[src/common/lpmc_pkg.sv]
/*
 * Constants, mode encoding and control carrier for the low-power mode controller.
 * Assumes a 20 MHz always-on controller clock and an APB register slave.
 */
// Functional notes
// - Deep-sleep instruction puts the device into deep sleep with its conditions.
// - Deep sleep stops crystal and precision oscillators, drives crystal pins low.
// - Deep sleep stops the system clock completely.
// - Deep sleep and halt stall the core and freeze the program counter.
// - Watchdog and its oscillator run in deep sleep only if enabled there.
// - Brown-out detector runs in deep sleep only when its option bit allows.
// - Comparators and reference keep running in deep sleep unless software disabled.
// - All other peripherals are idle during deep sleep.
// - Deep sleep is left only through the recovery sequence.
// - Halt instruction puts the device into halt mode.
// - Halt keeps crystal oscillator and system clock running.
// - Halt keeps watchdog oscillator running; watchdog counts only when enabled.
// - Halt keeps all other peripherals operating normally.
// - Interrupt, exception, watchdog, power-on, brown-out or pin reset end halt.
// - Halt recovery completes in under five microseconds.
// - Each defined power control bit disables its peripheral block.
// - Bit 4 clear enables brown-out detector; needs always-on option too.
// - Unused digital peripherals have clocks gated automatically.
// - Recovery holds reset for 66 oscillator cycles, touching only status.
// - Enabled GPIO level change in deep sleep starts recovery, sets flag.
// - Watchdog time-out in sleep starts recovery, sets both flags, exception follows; the code raises it only when wdt_is_reset_i is low.
package lpmc_pkg;

    // ==========================================================
    // Register map
    localparam logic [11:0] PWR_CTL0_OFF = 12'hF80;
    localparam logic [11:0] OPT_OFF      = 12'hF84;
    localparam logic [11:0] STAT_OFF     = 12'hF88;
    localparam logic [11:0] WAKE_EN_OFF  = 12'hF8C;
    localparam logic [7:0]  PWR_CTL0_RST = 8'h00;
    localparam logic [2:0]  OPT_RST      = 3'h0;
    localparam int          BOD_DIS_BIT  = 4;
    localparam int          OPT_WDT_SLP  = 0;
    localparam int          OPT_CMP_DIS  = 1;
    localparam int          OPT_VREF_DIS = 2;
    localparam int          ST_SLP_RCV   = 2;
    localparam int          ST_WDT_RCV   = 3;

    // ==========================================================
    // Timing
    localparam int SYS_CLK_NS     = 50;
    localparam int HALT_RECOV_NS  = 5000;
    localparam int HALT_RECOV_CYC = HALT_RECOV_NS / SYS_CLK_NS;
    localparam int RECOV_OSC_CYC  = 66;

    // ==========================================================
    // Modes and control carrier
    typedef enum logic [1:0] {
        LPMC_RUN   = 2'b00,
        LPMC_HALT  = 2'b01,
        LPMC_SLEEP = 2'b10,
        LPMC_RECOV = 2'b11
    } lpmc_mode_t;

    typedef struct packed {
        logic xtal_en;
        logic ipo_en;
        logic sys_clk_run;
        logic cpu_stall;
        logic pc_hold;
        logic wdt_osc_en;
        logic wdt_run;
        logic bod_en;
        logic cmp_en;
        logic vref_en;
        logic recov_rst;
    } lpmc_ctl_t;

endpackage

[src/design/lpmc_top.sv]
/*
 * Low-power mode controller: run, halt, deep sleep and deep-sleep recovery,
 * oscillator and clock gating, wake sources and the power control register.
 * Assumes sys_clk_i is the always-on controller clock, core requests are
 * one-cycle pulses on that clock, and GPIO and reset pins are asynchronous.
 */
// The APB register port was decided locally.
`timescale 1ns/100ps
module lpmc_top
    import lpmc_pkg::*;
#(
    parameter int GPIO_W      = 8,
    parameter int PERIPH_N    = 8,
    parameter int RECOV_CYC   = RECOV_OSC_CYC
) (
    input  wire logic                sys_clk_i,       // Always-on clock
    input  wire logic                rstn_i,          // Async reset, active low
    input  wire logic                psel_i,          // APB select
    input  wire logic                penable_i,       // APB enable
    input  wire logic                pwrite_i,        // APB write
    input  wire logic [11:0]         paddr_i,         // APB byte address
    input  wire logic [31:0]         pwdata_i,        // APB write data
    output logic      [31:0]         prdata_o,        // APB read data
    output logic                     pready_o,        // APB ready
    output logic                     pslverr_o,       // APB error
    input  wire logic                sleep_req_i,     // Core deep-sleep pulse
    input  wire logic                halt_req_i,      // Core halt pulse
    input  wire logic                irq_i,           // Pending interrupt
    input  wire logic                sys_exc_i,       // System exception
    input  wire logic                wdt_timeout_i,   // Watchdog time-out pulse
    input  wire logic                wdt_is_reset_i,  // Watchdog set to reset
    input  wire logic                wdt_en_i,        // Watchdog enabled
    input  wire logic                por_i,           // Power-on reset event
    input  wire logic                bod_rst_i,       // Brown-out reset event
    input  wire logic                bod_ao_opt_i,    // Brown-out always-on option
    input  wire logic                ext_rst_n_i,     // Reset pin, async
    input  wire logic [GPIO_W-1:0]   gpio_i,          // GPIO levels, async
    input  wire logic [PERIPH_N-1:0] periph_busy_i,   // Peripheral in use
    output lpmc_ctl_t                ctl_o,           // Clock and power controls
    output logic [PERIPH_N-1:0]      periph_clk_en_o, // Peripheral clock gates
    output logic                     xin_o,           // Crystal in drive value
    output logic                     xin_oe_o,        // Crystal in drive enable
    output logic                     crystal_out_pin_o,          // Crystal out drive value
    output logic                     crystal_out_pin_oe_o,       // Crystal out drive enable
    output logic                     wdt_exc_req_o,   // Exception after recovery
    output lpmc_mode_t               mode_o           // Current mode
);

    localparam int HRC = HALT_RECOV_CYC;
    localparam int RCV_LAST = RECOV_CYC - 1;
    localparam int CNT_W = $clog2(RECOV_CYC + 1);

    initial begin
        if (GPIO_W < 1 || GPIO_W > 32 || PERIPH_N < 1 || RECOV_CYC < 1) begin
            $error("lpmc_top: unsupported parameter value");
        end
    end

    // ==========================================================
    // Pin synchronisers
    logic [GPIO_W-1:0] gpio_s1_reg;
    logic [GPIO_W-1:0] gpio_s2_reg;
    logic [GPIO_W-1:0] gpio_prev_reg;
    logic              rst_s1_reg;
    logic              rst_s2_reg;

    always_ff @(posedge sys_clk_i or negedge rstn_i) begin
        if (!rstn_i) begin
            gpio_s1_reg   <= '0;
            gpio_s2_reg   <= '0;
            gpio_prev_reg <= '0;
            rst_s1_reg    <= 1'b1;
            rst_s2_reg    <= 1'b1;
        end else begin
            gpio_s1_reg   <= gpio_i;
            gpio_s2_reg   <= gpio_s1_reg;
            gpio_prev_reg <= gpio_s2_reg;
            rst_s1_reg    <= ext_rst_n_i;
            rst_s2_reg    <= rst_s1_reg;
        end
    end

    // ==========================================================
    // Registers
    logic [7:0]        pwr_ctl0_reg;
    logic [2:0]        opt_reg;
    logic [GPIO_W-1:0] wake_en_reg;
    logic              slp_flag_reg;
    logic              wdt_flag_reg;
    logic              wdt_exc_pend_reg;
    logic [CNT_W-1:0]  rcnt_reg;
    lpmc_mode_t        mode_reg;
    lpmc_mode_t        mode_next;

    wire wr_en   = psel_i && penable_i && pwrite_i;
    wire hit_pwr = (paddr_i == PWR_CTL0_OFF);
    wire hit_opt = (paddr_i == OPT_OFF);
    wire hit_st  = (paddr_i == STAT_OFF);
    wire hit_wen = (paddr_i == WAKE_EN_OFF);
    wire hit_any = hit_pwr || hit_opt || hit_st || hit_wen;

    // ==========================================================
    // Wake sources
    logic [GPIO_W-1:0] gpio_chg;
    genvar g;
    generate
        for (g = 0; g < GPIO_W; g++) begin : gen_chg
            assign gpio_chg[g] = wake_en_reg[g] && (gpio_s2_reg[g] != gpio_prev_reg[g]);
        end
    endgenerate

    wire gpio_wake   = |gpio_chg;
    wire wdt_slp_on  = opt_reg[OPT_WDT_SLP] && wdt_en_i;
    wire wdt_wake    = wdt_timeout_i && wdt_slp_on;
    wire sleep_wake  = gpio_wake || wdt_wake;
    wire halt_wake   = irq_i || sys_exc_i || wdt_timeout_i || por_i || bod_rst_i
                       || !rst_s2_reg;
    wire recov_done  = (rcnt_reg == CNT_W'(RECOV_CYC - 1));

    // ==========================================================
    // Mode machine
    always_comb begin
        mode_next = mode_reg;
        unique case (mode_reg)
            LPMC_RUN: begin
                if (sleep_req_i) begin
                    mode_next = LPMC_SLEEP;
                end else if (halt_req_i) begin
                    mode_next = LPMC_HALT;
                end
            end
            LPMC_HALT: begin
                if (halt_wake) begin
                    mode_next = LPMC_RUN;
                end
            end
            LPMC_SLEEP: begin
                if (sleep_wake) begin
                    mode_next = LPMC_RECOV;
                end
            end
            LPMC_RECOV: begin
                if (recov_done) begin
                    mode_next = LPMC_RUN;
                end
            end
        endcase
    end

    always_ff @(posedge sys_clk_i or negedge rstn_i) begin
        if (!rstn_i) begin
            mode_reg <= LPMC_RUN;
        end else begin
            mode_reg <= mode_next;
        end
    end

    // Recovery reset length counter
    always_ff @(posedge sys_clk_i or negedge rstn_i) begin
        if (!rstn_i) begin
            rcnt_reg <= '0;
        end else if (mode_reg == LPMC_RECOV && !recov_done) begin
            rcnt_reg <= rcnt_reg + CNT_W'(1);
        end else begin
            rcnt_reg <= '0;
        end
    end

    // ==========================================================
    // Recovery status flags, set wins over clear
    wire slp_set = (mode_reg == LPMC_SLEEP) && sleep_wake;
    wire st_clr  = wr_en && hit_st;

    always_ff @(posedge sys_clk_i or negedge rstn_i) begin
        if (!rstn_i) begin
            slp_flag_reg <= 1'b0;
            wdt_flag_reg <= 1'b0;
        end else begin
            if (slp_set) begin
                slp_flag_reg <= 1'b1;
            end else if (st_clr && pwdata_i[ST_SLP_RCV]) begin
                slp_flag_reg <= 1'b0;
            end
            if (slp_set && wdt_wake) begin
                wdt_flag_reg <= 1'b1;
            end else if (st_clr && pwdata_i[ST_WDT_RCV]) begin
                wdt_flag_reg <= 1'b0;
            end
        end
    end

    // Exception owed once recovery ends
    always_ff @(posedge sys_clk_i or negedge rstn_i) begin
        if (!rstn_i) begin
            wdt_exc_pend_reg <= 1'b0;
            wdt_exc_req_o    <= 1'b0;
        end else begin
            wdt_exc_req_o <= 1'b0;
            if (slp_set && wdt_wake && !wdt_is_reset_i) begin
                wdt_exc_pend_reg <= 1'b1;
            end else if (mode_reg == LPMC_RECOV && recov_done && wdt_exc_pend_reg) begin
                wdt_exc_pend_reg <= 1'b0;
                wdt_exc_req_o    <= 1'b1;
            end
        end
    end

    // ==========================================================
    // Software registers, untouched by recovery
    always_ff @(posedge sys_clk_i or negedge rstn_i) begin
        if (!rstn_i) begin
            pwr_ctl0_reg <= PWR_CTL0_RST;
            opt_reg      <= OPT_RST;
            wake_en_reg  <= '0;
        end else if (wr_en) begin
            if (hit_pwr) begin
                pwr_ctl0_reg <= pwdata_i[7:0];
            end
            if (hit_opt) begin
                opt_reg <= pwdata_i[2:0];
            end
            if (hit_wen) begin
                wake_en_reg <= pwdata_i[GPIO_W-1:0];
            end
        end
    end

    // Read data captured in the setup cycle
    logic [31:0] rd_mux;
    always_comb begin
        rd_mux = 32'h0000_0000;
        if (hit_pwr) begin
            rd_mux[7:0] = pwr_ctl0_reg;
        end else if (hit_opt) begin
            rd_mux[2:0] = opt_reg;
        end else if (hit_st) begin
            rd_mux[1:0]        = mode_reg;
            rd_mux[ST_SLP_RCV] = slp_flag_reg;
            rd_mux[ST_WDT_RCV] = wdt_flag_reg;
        end else if (hit_wen) begin
            rd_mux[GPIO_W-1:0] = wake_en_reg;
        end
    end

    always_ff @(posedge sys_clk_i or negedge rstn_i) begin
        if (!rstn_i) begin
            prdata_o <= 32'h0000_0000;
        end else if (psel_i && !penable_i) begin
            prdata_o <= rd_mux;
        end
    end

    assign pready_o  = 1'b1;
    assign pslverr_o = psel_i && penable_i && !hit_any;

    // ==========================================================
    // Clock, oscillator and power controls
    wire in_sleep = (mode_reg == LPMC_SLEEP);
    wire in_halt  = (mode_reg == LPMC_HALT);
    wire in_recov = (mode_reg == LPMC_RECOV);

    always_comb begin
        ctl_o.xtal_en     = !in_sleep;
        ctl_o.ipo_en      = !in_sleep;
        ctl_o.sys_clk_run = !in_sleep;
        ctl_o.cpu_stall   = in_sleep || in_halt || in_recov;
        ctl_o.pc_hold     = in_sleep || in_halt;
        ctl_o.wdt_osc_en  = in_sleep ? wdt_slp_on : 1'b1;
        ctl_o.wdt_run     = in_sleep ? wdt_slp_on : wdt_en_i;
        ctl_o.bod_en      = !pwr_ctl0_reg[BOD_DIS_BIT] && bod_ao_opt_i;
        ctl_o.cmp_en      = !opt_reg[OPT_CMP_DIS];
        ctl_o.vref_en     = !opt_reg[OPT_VREF_DIS];
        ctl_o.recov_rst   = in_recov;
    end

    // Gated by use; idle in sleep and recovery, normal in halt
    assign periph_clk_en_o = (in_sleep || in_recov) ? '0 : periph_busy_i;

    assign xin_o     = 1'b0;
    assign crystal_out_pin_o    = 1'b0;
    assign xin_oe_o  = in_sleep;
    assign crystal_out_pin_oe_o = in_sleep;
    assign mode_o    = mode_reg;

    // ==========================================================
    // Checks
    sleep_entry_a: assert property (@(posedge sys_clk_i) disable iff (!rstn_i)
        mode_reg == LPMC_RUN && sleep_req_i |=> mode_reg == LPMC_SLEEP)
        else $error("deep sleep not entered");

    halt_entry_a: assert property (@(posedge sys_clk_i) disable iff (!rstn_i)
        mode_reg == LPMC_RUN && halt_req_i && !sleep_req_i |=> mode_reg == LPMC_HALT)
        else $error("halt not entered");

    clk_stop_a: assert property (@(posedge sys_clk_i) disable iff (!rstn_i)
        in_sleep |-> !ctl_o.sys_clk_run && !ctl_o.xtal_en && !ctl_o.ipo_en && xin_oe_o)
        else $error("clock or oscillator runs in deep sleep");

    pc_freeze_a: assert property (@(posedge sys_clk_i) disable iff (!rstn_i)
        (in_sleep || in_halt) |-> ctl_o.pc_hold && ctl_o.cpu_stall)
        else $error("core not stopped");

    halt_clock_a: assert property (@(posedge sys_clk_i) disable iff (!rstn_i)
        in_halt |-> ctl_o.xtal_en && ctl_o.sys_clk_run && ctl_o.wdt_osc_en
                    && ctl_o.wdt_run == wdt_en_i)
        else $error("halt clocks wrong");

    halt_wake_a: assert property (@(posedge sys_clk_i) disable iff (!rstn_i)
        in_halt && halt_wake |-> ##[1:HRC] mode_reg == LPMC_RUN)
        else $error("halt recovery too slow");

    sleep_stay_a: assert property (@(posedge sys_clk_i) disable iff (!rstn_i)
        in_sleep && !sleep_wake |=> in_sleep)
        else $error("deep sleep left without recovery");

    recov_len_a: assert property (@(posedge sys_clk_i) disable iff (!rstn_i)
        $rose(in_recov) |-> rcnt_reg == '0 ##RCV_LAST (in_recov && recov_done)
        ##1 mode_reg == LPMC_RUN)
        else $error("recovery length wrong");

    halt_periph_a: assert property (@(posedge sys_clk_i) disable iff (!rstn_i)
        in_halt |-> periph_clk_en_o == periph_busy_i)
        else $error("peripheral gated in halt");

    exc_pulse_a: assert property (@(posedge sys_clk_i) disable iff (!rstn_i)
        wdt_exc_req_o |=> !wdt_exc_req_o && mode_reg == LPMC_RUN)
        else $error("exception request not a single pulse");

    recov_flag_a: assert property (@(posedge sys_clk_i) disable iff (!rstn_i)
        slp_set |=> slp_flag_reg && in_recov && ($past(wdt_wake) -> wdt_flag_reg))
        else $error("recovery flag not set");

    bod_gate_a: assert property (@(posedge sys_clk_i) disable iff (!rstn_i)
        ctl_o.bod_en == (!pwr_ctl0_reg[BOD_DIS_BIT] && bod_ao_opt_i))
        else $error("brown-out enable wrong");

    wdt_sleep_a: assert property (@(posedge sys_clk_i) disable iff (!rstn_i)
        in_sleep && !opt_reg[OPT_WDT_SLP] |-> !ctl_o.wdt_run && !ctl_o.wdt_osc_en)
        else $error("watchdog runs in deep sleep");

    periph_idle_a: assert property (@(posedge sys_clk_i) disable iff (!rstn_i)
        in_sleep |-> periph_clk_en_o == '0)
        else $error("peripheral clocked in deep sleep");

endmodule

[config.mk]
export PLATFORM = sky130hd
export DESIGN_NAME = lpmc_top
export DESIGN_NICKNAME = d
export VERILOG_FILES = /design/src/common/lpmc_pkg.sv /design/src/design/lpmc_top.sv
export SDC_FILE = /design/constraint.sdc
export NUM_CORES = 1
export LEC_CHECK = 0
export ABC_AREA = 1
export ABC_CLOCK_PERIOD_IN_PS = 2250
export BUFFER_PORTS_ARGS = -buffer_cell sky130_fd_sc_hd__buf_2
export CAP_MARGIN = 10
export CORE_MARGIN = 4
export CORE_UTILIZATION = 52
export CTS_CLUSTER_SIZE = 40
export DETAILED_ROUTE_END_ITERATION = 10
export PLACE_DENSITY = 0.86
export SYNTH_ARGS = -nofsm -noshare
export SYNTH_HDL_FRONTEND = slang
export SYNTH_SLANG_ARGS = --single-unit
export TNS_END_PERCENT = 5
[constraint.sdc]
create_clock -name sys_clk_i -period 2.25 [get_ports sys_clk_i]
set_input_delay 0.45 -clock sys_clk_i [delete_from_list [all_inputs] [get_ports sys_clk_i]]
set_output_delay 0.45 -clock sys_clk_i [all_outputs]
set_load 0.03 [all_outputs]
* Yosys cells after proc, flatten, opt, wreduce, memory -nomap -nowiden
Index checks and enable logic that the tools add are counted.
** Word-level totals
- Register bits after elaboration :: 66
- Input bits :: 76
- Output and inout bits :: 60
- Word-level logic and storage cells :: 114
** Cells by class
- $add $sub $neg :: 1
- Equal/unequal tests :: 20
- Muxes and demuxes :: 24
- Reductions and logical operators :: 54
** Operators by type and width (number)
- == test 12 bit, second input constant :: 4
- logical AND 1 bit :: 24
- two-way mux 8 bit :: 3
- logical OR 1 bit :: 12
- two-way mux 1 bit :: 10
- two-way mux 2 bit :: 5
- logical NOT 1 bit :: 9
- two-way mux 4 bit :: 2
- != test 1 bit :: 8
- one-hot mux 2 bit (4 select lines) :: 1
- OR reduction 8 bit :: 1
- adder 7 x 1 -> 7 bit, second input constant :: 1
- == test 7 bit, second input constant :: 1
- two-way mux 7 bit :: 1
- != test 2 bit, second input constant :: 3
- AND reduction 2 bit :: 3
- nonzero test 2 bit :: 3
- two-way mux 5 bit :: 1
- == test 2 bit, second input constant :: 2
- AND reduction 4 bit :: 1
- two-way mux 3 bit :: 1
- != test 3 bit, second input constant :: 1
- == test 2 x 1 -> 1 bit, second input constant :: 1
- logical NOT 2 bit :: 1

* Logic depth before layout (Yosys ltp)
- Depth after elaboration :: 8
- Gate-level depth with buffers :: 10
- Depth with buffers taken out :: 10

* Worst setup path before layout
No wires, ideal clock.
- Path type :: register to output
- Start :: reg mode_reg[0], in the netlist mode_o[0]
- End :: out periph_clk_en_o[0]
- Arrival time :: 2.068 ns
- Required time :: 1.800 ns
- Setup slack :: -0.268 ns
- Stages on the path, launching flop included :: 6
- Path buffers :: 0
- Cells stage by stage :: dfrtp_1 > inv_1 > ha_1 > inv_1 > nand2_1 > nor2_1
** Between the ends
- Longest elaborated chain between the ends :: 3
- Elaborated cells between the ends (all ways) :: 4
- Those cells by class :: eq/ne (2); mux (1); reduce/logical (1)
** RTL lines
- start, declared :: RTL line lpmc_top.sv:92 : lpmc_mode_t mode_reg;
- start signal, assigned :: RTL line lpmc_top.sv:154 : mode_reg <= mode_next;
- == test 2 bit :: RTL line lpmc_top.sv:258 : wire in_sleep = (mode_reg == LPMC_SLEEP);
- named net crystal_out_pin_oe_o :: RTL line lpmc_top.sv:44 : output logic crystal_out_pin_oe_o,
- logical OR 1 bit :: RTL line lpmc_top.sv:277 : assign periph_clk_en_o = (in_sleep || in_recov) ? '0 : periph_busy_i;
- two-way mux 8 bit :: RTL line lpmc_top.sv:277
- end, declared :: RTL line lpmc_top.sv:40 : output logic [PERIPH_N-1:0] periph_clk_en_o,
The timed path passes the listed nets, and every way through them passes these cells.

* Worst setup path in the final report
- Start :: reg mode_reg[1], in the netlist mode_o[1]
- End :: out periph_clk_en_o[7]
** Between the ends
- Longest elaborated chain between the ends :: 3
- Elaborated cells between the ends (all ways) :: 4
- Those cells by class :: eq/ne (2); mux (1); reduce/logical (1)
** RTL lines (RTL line)
- == test 2 bit, on equally long branches :: lpmc_top.sv:258, lpmc_top.sv:260
- logical OR 1 bit (*) :: lpmc_top.sv:277
- two-way mux 8 bit (*) :: lpmc_top.sv:277
Every way passes the cells marked *; elsewhere a longest branch is shown, timed or not.

==> run_results.csv <==
group,metric,value,unit
critical_path,max_stage_delay,0.47,ns
synth,synth_compound_area_frac,0.0596,
clocking,htree_levels,3,
global_route,antenna_found_initial,0,
synth,synth-seq-cells,66,
critical_path,cp_max_fo,8,
global_route,grt_pass1_vias,2490,
critical_path,path_cells,"ha_1 > inv_1 > nand2_4 > nor2_4 > buf_2",
place,post_dp_cell_area,3750,µm²
floorplan,fp.dieArea,7680,µm²
global_route,grt_pass1_wl,11.1,mm
critical_path,cp.required,1.80,ns
critical_path,cpLargestDelayFamily,"flip-flops",
critical_path,endpoint_kind,"output pin",
power,power_density,863,nW/µm²
layout,area_delta_synth_final,21.3,%
sta,fin_tns_setup,0,ns
synth,synthAdderAreaFrac,0.0266,
synth,syn_inst,385,
synth,synth_top_area_frac,0.486,
run_status,status,"completed",
sta,hold_viol,0,
route,vias,2645,
synth,yosysWarningCount,0,
synth,yosys.cell_types.count,31,
place,io_buffers,84,
synth,synthXorXnorAreaFrac,0.00266,
layout,fill_cells,480,
route,totalWireLength,6.79,mm
route,drtIter0Drc,140,
synth,yosys.area_share.simple,0.262,
synth,synth_top_family_by_area,"simple AND/OR/NAND/NOR gates",
synth,yosysSeqAreaShare,0.502,
layout,drive_gt1_frac,0.297,
clocking,cts_root_buf,"clkbuf_8",
layout,layout_commonest_cell,"nand2_1",
route,first_pass_iters,4,
clocking,numCtsBuffers,9,
critical_path,path_class,"reg -> out",
sta,rsz0062_at_grt,"no",
critical_path,crit_path_top_delay_cell,"dfrtp_1",
global_route,grtUsageTotal,0.185,
synth,synth.avg_cell_area,8.56,µm²
place,gp_congestion,0.883,
sta,slew_viol_final,0,
sta,fin_crit_sh,0.953,
route,wl_per_cell,12.2,µm
floorplan,die_width,87.6,µm
route,remaining_drc_errors,0,
clocking,cts_buffer_depth,2,
global_route,grt_overflow,0,
worst_hold_path,hold_path.class,"in -> async",
synth,synth_mux_area_frac,0,
sta,min_period,2.14,ns
floorplan,die_h,87.6,µm
power,ir_drop,1.01,mV
place,dpl.hpwl,5.18,mm
layout,final_area,4000,µm²
power,total_power,3.45,mW
clocking,clk_latency,0.36,ns
synth,synth_top_area_cell,"dfrtp_1",
floorplan,pin_count,136,
sta,fin_worst_skew,0.00926,ns
critical_path,cp-start-kind,"register",
clocking,clk_pin_slew,0.07,ns
floorplan,start_util,0.547,
global_route,grt_max_degree,67,
job,cap_viol_max_count,0,
floorplan,core,6030,µm²
critical_path,crit_arrival,1.69,ns
synth,netlist_area,3300,µm²
power,leakagePower,2.21,nW
synth,yosys-top-cells-area,"dfrtp_1 49%, nand2_1 10%, buf_4 7.1%",
layout,final_cell_mix,"91 x nand2_1, 84 x buf_2, 63 x dfrtp_1, 55 x inv_1, 27 x conb_1",
layout,nets,560,
sta,setup_violations,0,
layout,num_antenna_cells,0,
floorplan,row_count,28,
clocking,cts_sinks,66,
sta,max_freq,466,MHz
clocking,cts_tree,"done",
layout,multi_input_area,1330,µm²
route,antenna_left,0,
route,routed_via_density,4.75,
layout,register_area,1660,µm²
critical_path,crit_buf_inv,2,
-- per-stage QoR --
stage           util  worst slack, ns  cells  hold WS, ns
2_1_floorplan      -           0.0360    410        0.154
3_3_place_gp   0.623            0.310    539        0.333
3_5_place_dp   0.623            0.267    539        0.335
4_1_cts        0.661           0.0774    555        0.115
5_1_grt        0.663          0.00486    557        0.119
6_report       0.663            0.106    557       0.0934
-- metal layers --
| layer | up-vias | track usage | wire [µm] |
|---|---|---|---|
| li1 | 1331 | - | - |
| met1 | 1197 | 0.229 | 2780 |
| met2 | 102 | 0.309 | 3350 |
| met3 | 15 | 0.0433 | 534 |
| met4 | 0 | 0.0823 | 128 |
| met5 | - | 0 | 0 |
-- logic make-up after synthesis --
family / count (synthesis)
AND/OR/NAND/NOR: 183
other: 2
adder cells (fa/ha/maj): 7
AO/OA/AOI/OAI: 34
XOR/XNOR: 1
buffers and inverters: 92
flip-flops: 66
-- area by class of cell --
class / count / share of cell area
repair buffers: 90 / 0.120
clock inverters: 6 / 0.0222
clock buffers: 10 / 0.0344
inverters: 58 / 0.0545
multi-input cells: 252 / 0.332
flip-flops and latches: 66 / 0.414
well taps: 75 / 0.0235
-- worst reg2reg max path, stage by stage (launching register included) --
cell	delay, ns
dfrtp_1	0.48
inv_1	0.12
ha_1	0.19
nand2_1	0.07
nor3_1	0.04
nand2_1	0.05
o31ai_1	0.08
nor2_1	0.17
nand2_1	0.09
nand2_1	0.08
nand2_1	0.06
-- path summary, 6_finish.rpt --
path | depth (start not counted) | startpoint | end | slack (ns)
worst max-delay path | 5 | mode_o[1]$_DFFE_PN0P_ | periph_clk_en_o[7] | 0.11
worst min-delay path | 2 | rstn_i | rcnt_reg[5]$_DFF_PN0_ | 0.09
worst max register to register | 10 | mode_o[1]$_DFFE_PN0P_ | mode_o[0]$_DFFE_PN0P_ | 0.70
worst min register to register | 0 | gpio_s1_reg[3]$_DFF_PN0_ | gpio_s2_reg[3]$_DFF_PN0_ | 0.35
max in group asynchronous | 2 | rstn_i | rst_s1_reg$_DFF_PN1_ | 1.83
min in group sys_clk_i | 1 | ext_rst_n_i | rst_s1_reg$_DFF_PN1_ | 0.20
-- synthesized netlist by cell type (all sizes together) --
| cell type | number |
|---|---|
| or2 | 2 |
| nand2 | 98 |
| conb | 2 |
| a31oi | 1 |
| xnor2 | 1 |
| o31ai | 3 |
| inv | 58 |
| dfstp | 2 |
| a21oi | 9 |
| o21ai | 20 |
| dfrtp | 64 |
| nor3 | 8 |
| o21a | 1 |
| buf | 34 |
| ha | 7 |
| nor2 | 36 |
| nand4 | 12 |
| nand3 | 27 |
-- timing repair --
action | CTS | global route
hold buffers | 0 | 0
endpoints found under the setup margin | 8 | 1
resized for setup | 1 | 0
pin swaps | 0 | 0
buffers inserted | 0 | 2
-- where the power goes --
part           switching (mW)  leakage (nW)  total (mW)  internal [mW]
registers              0.0533         0.817        1.29           1.24
logic                   0.746          1.29        1.03          0.287
clock network           0.471         0.109        1.13          0.655
total                    1.27          2.21        3.45           2.18
Power figures use the tool's default switching activity.
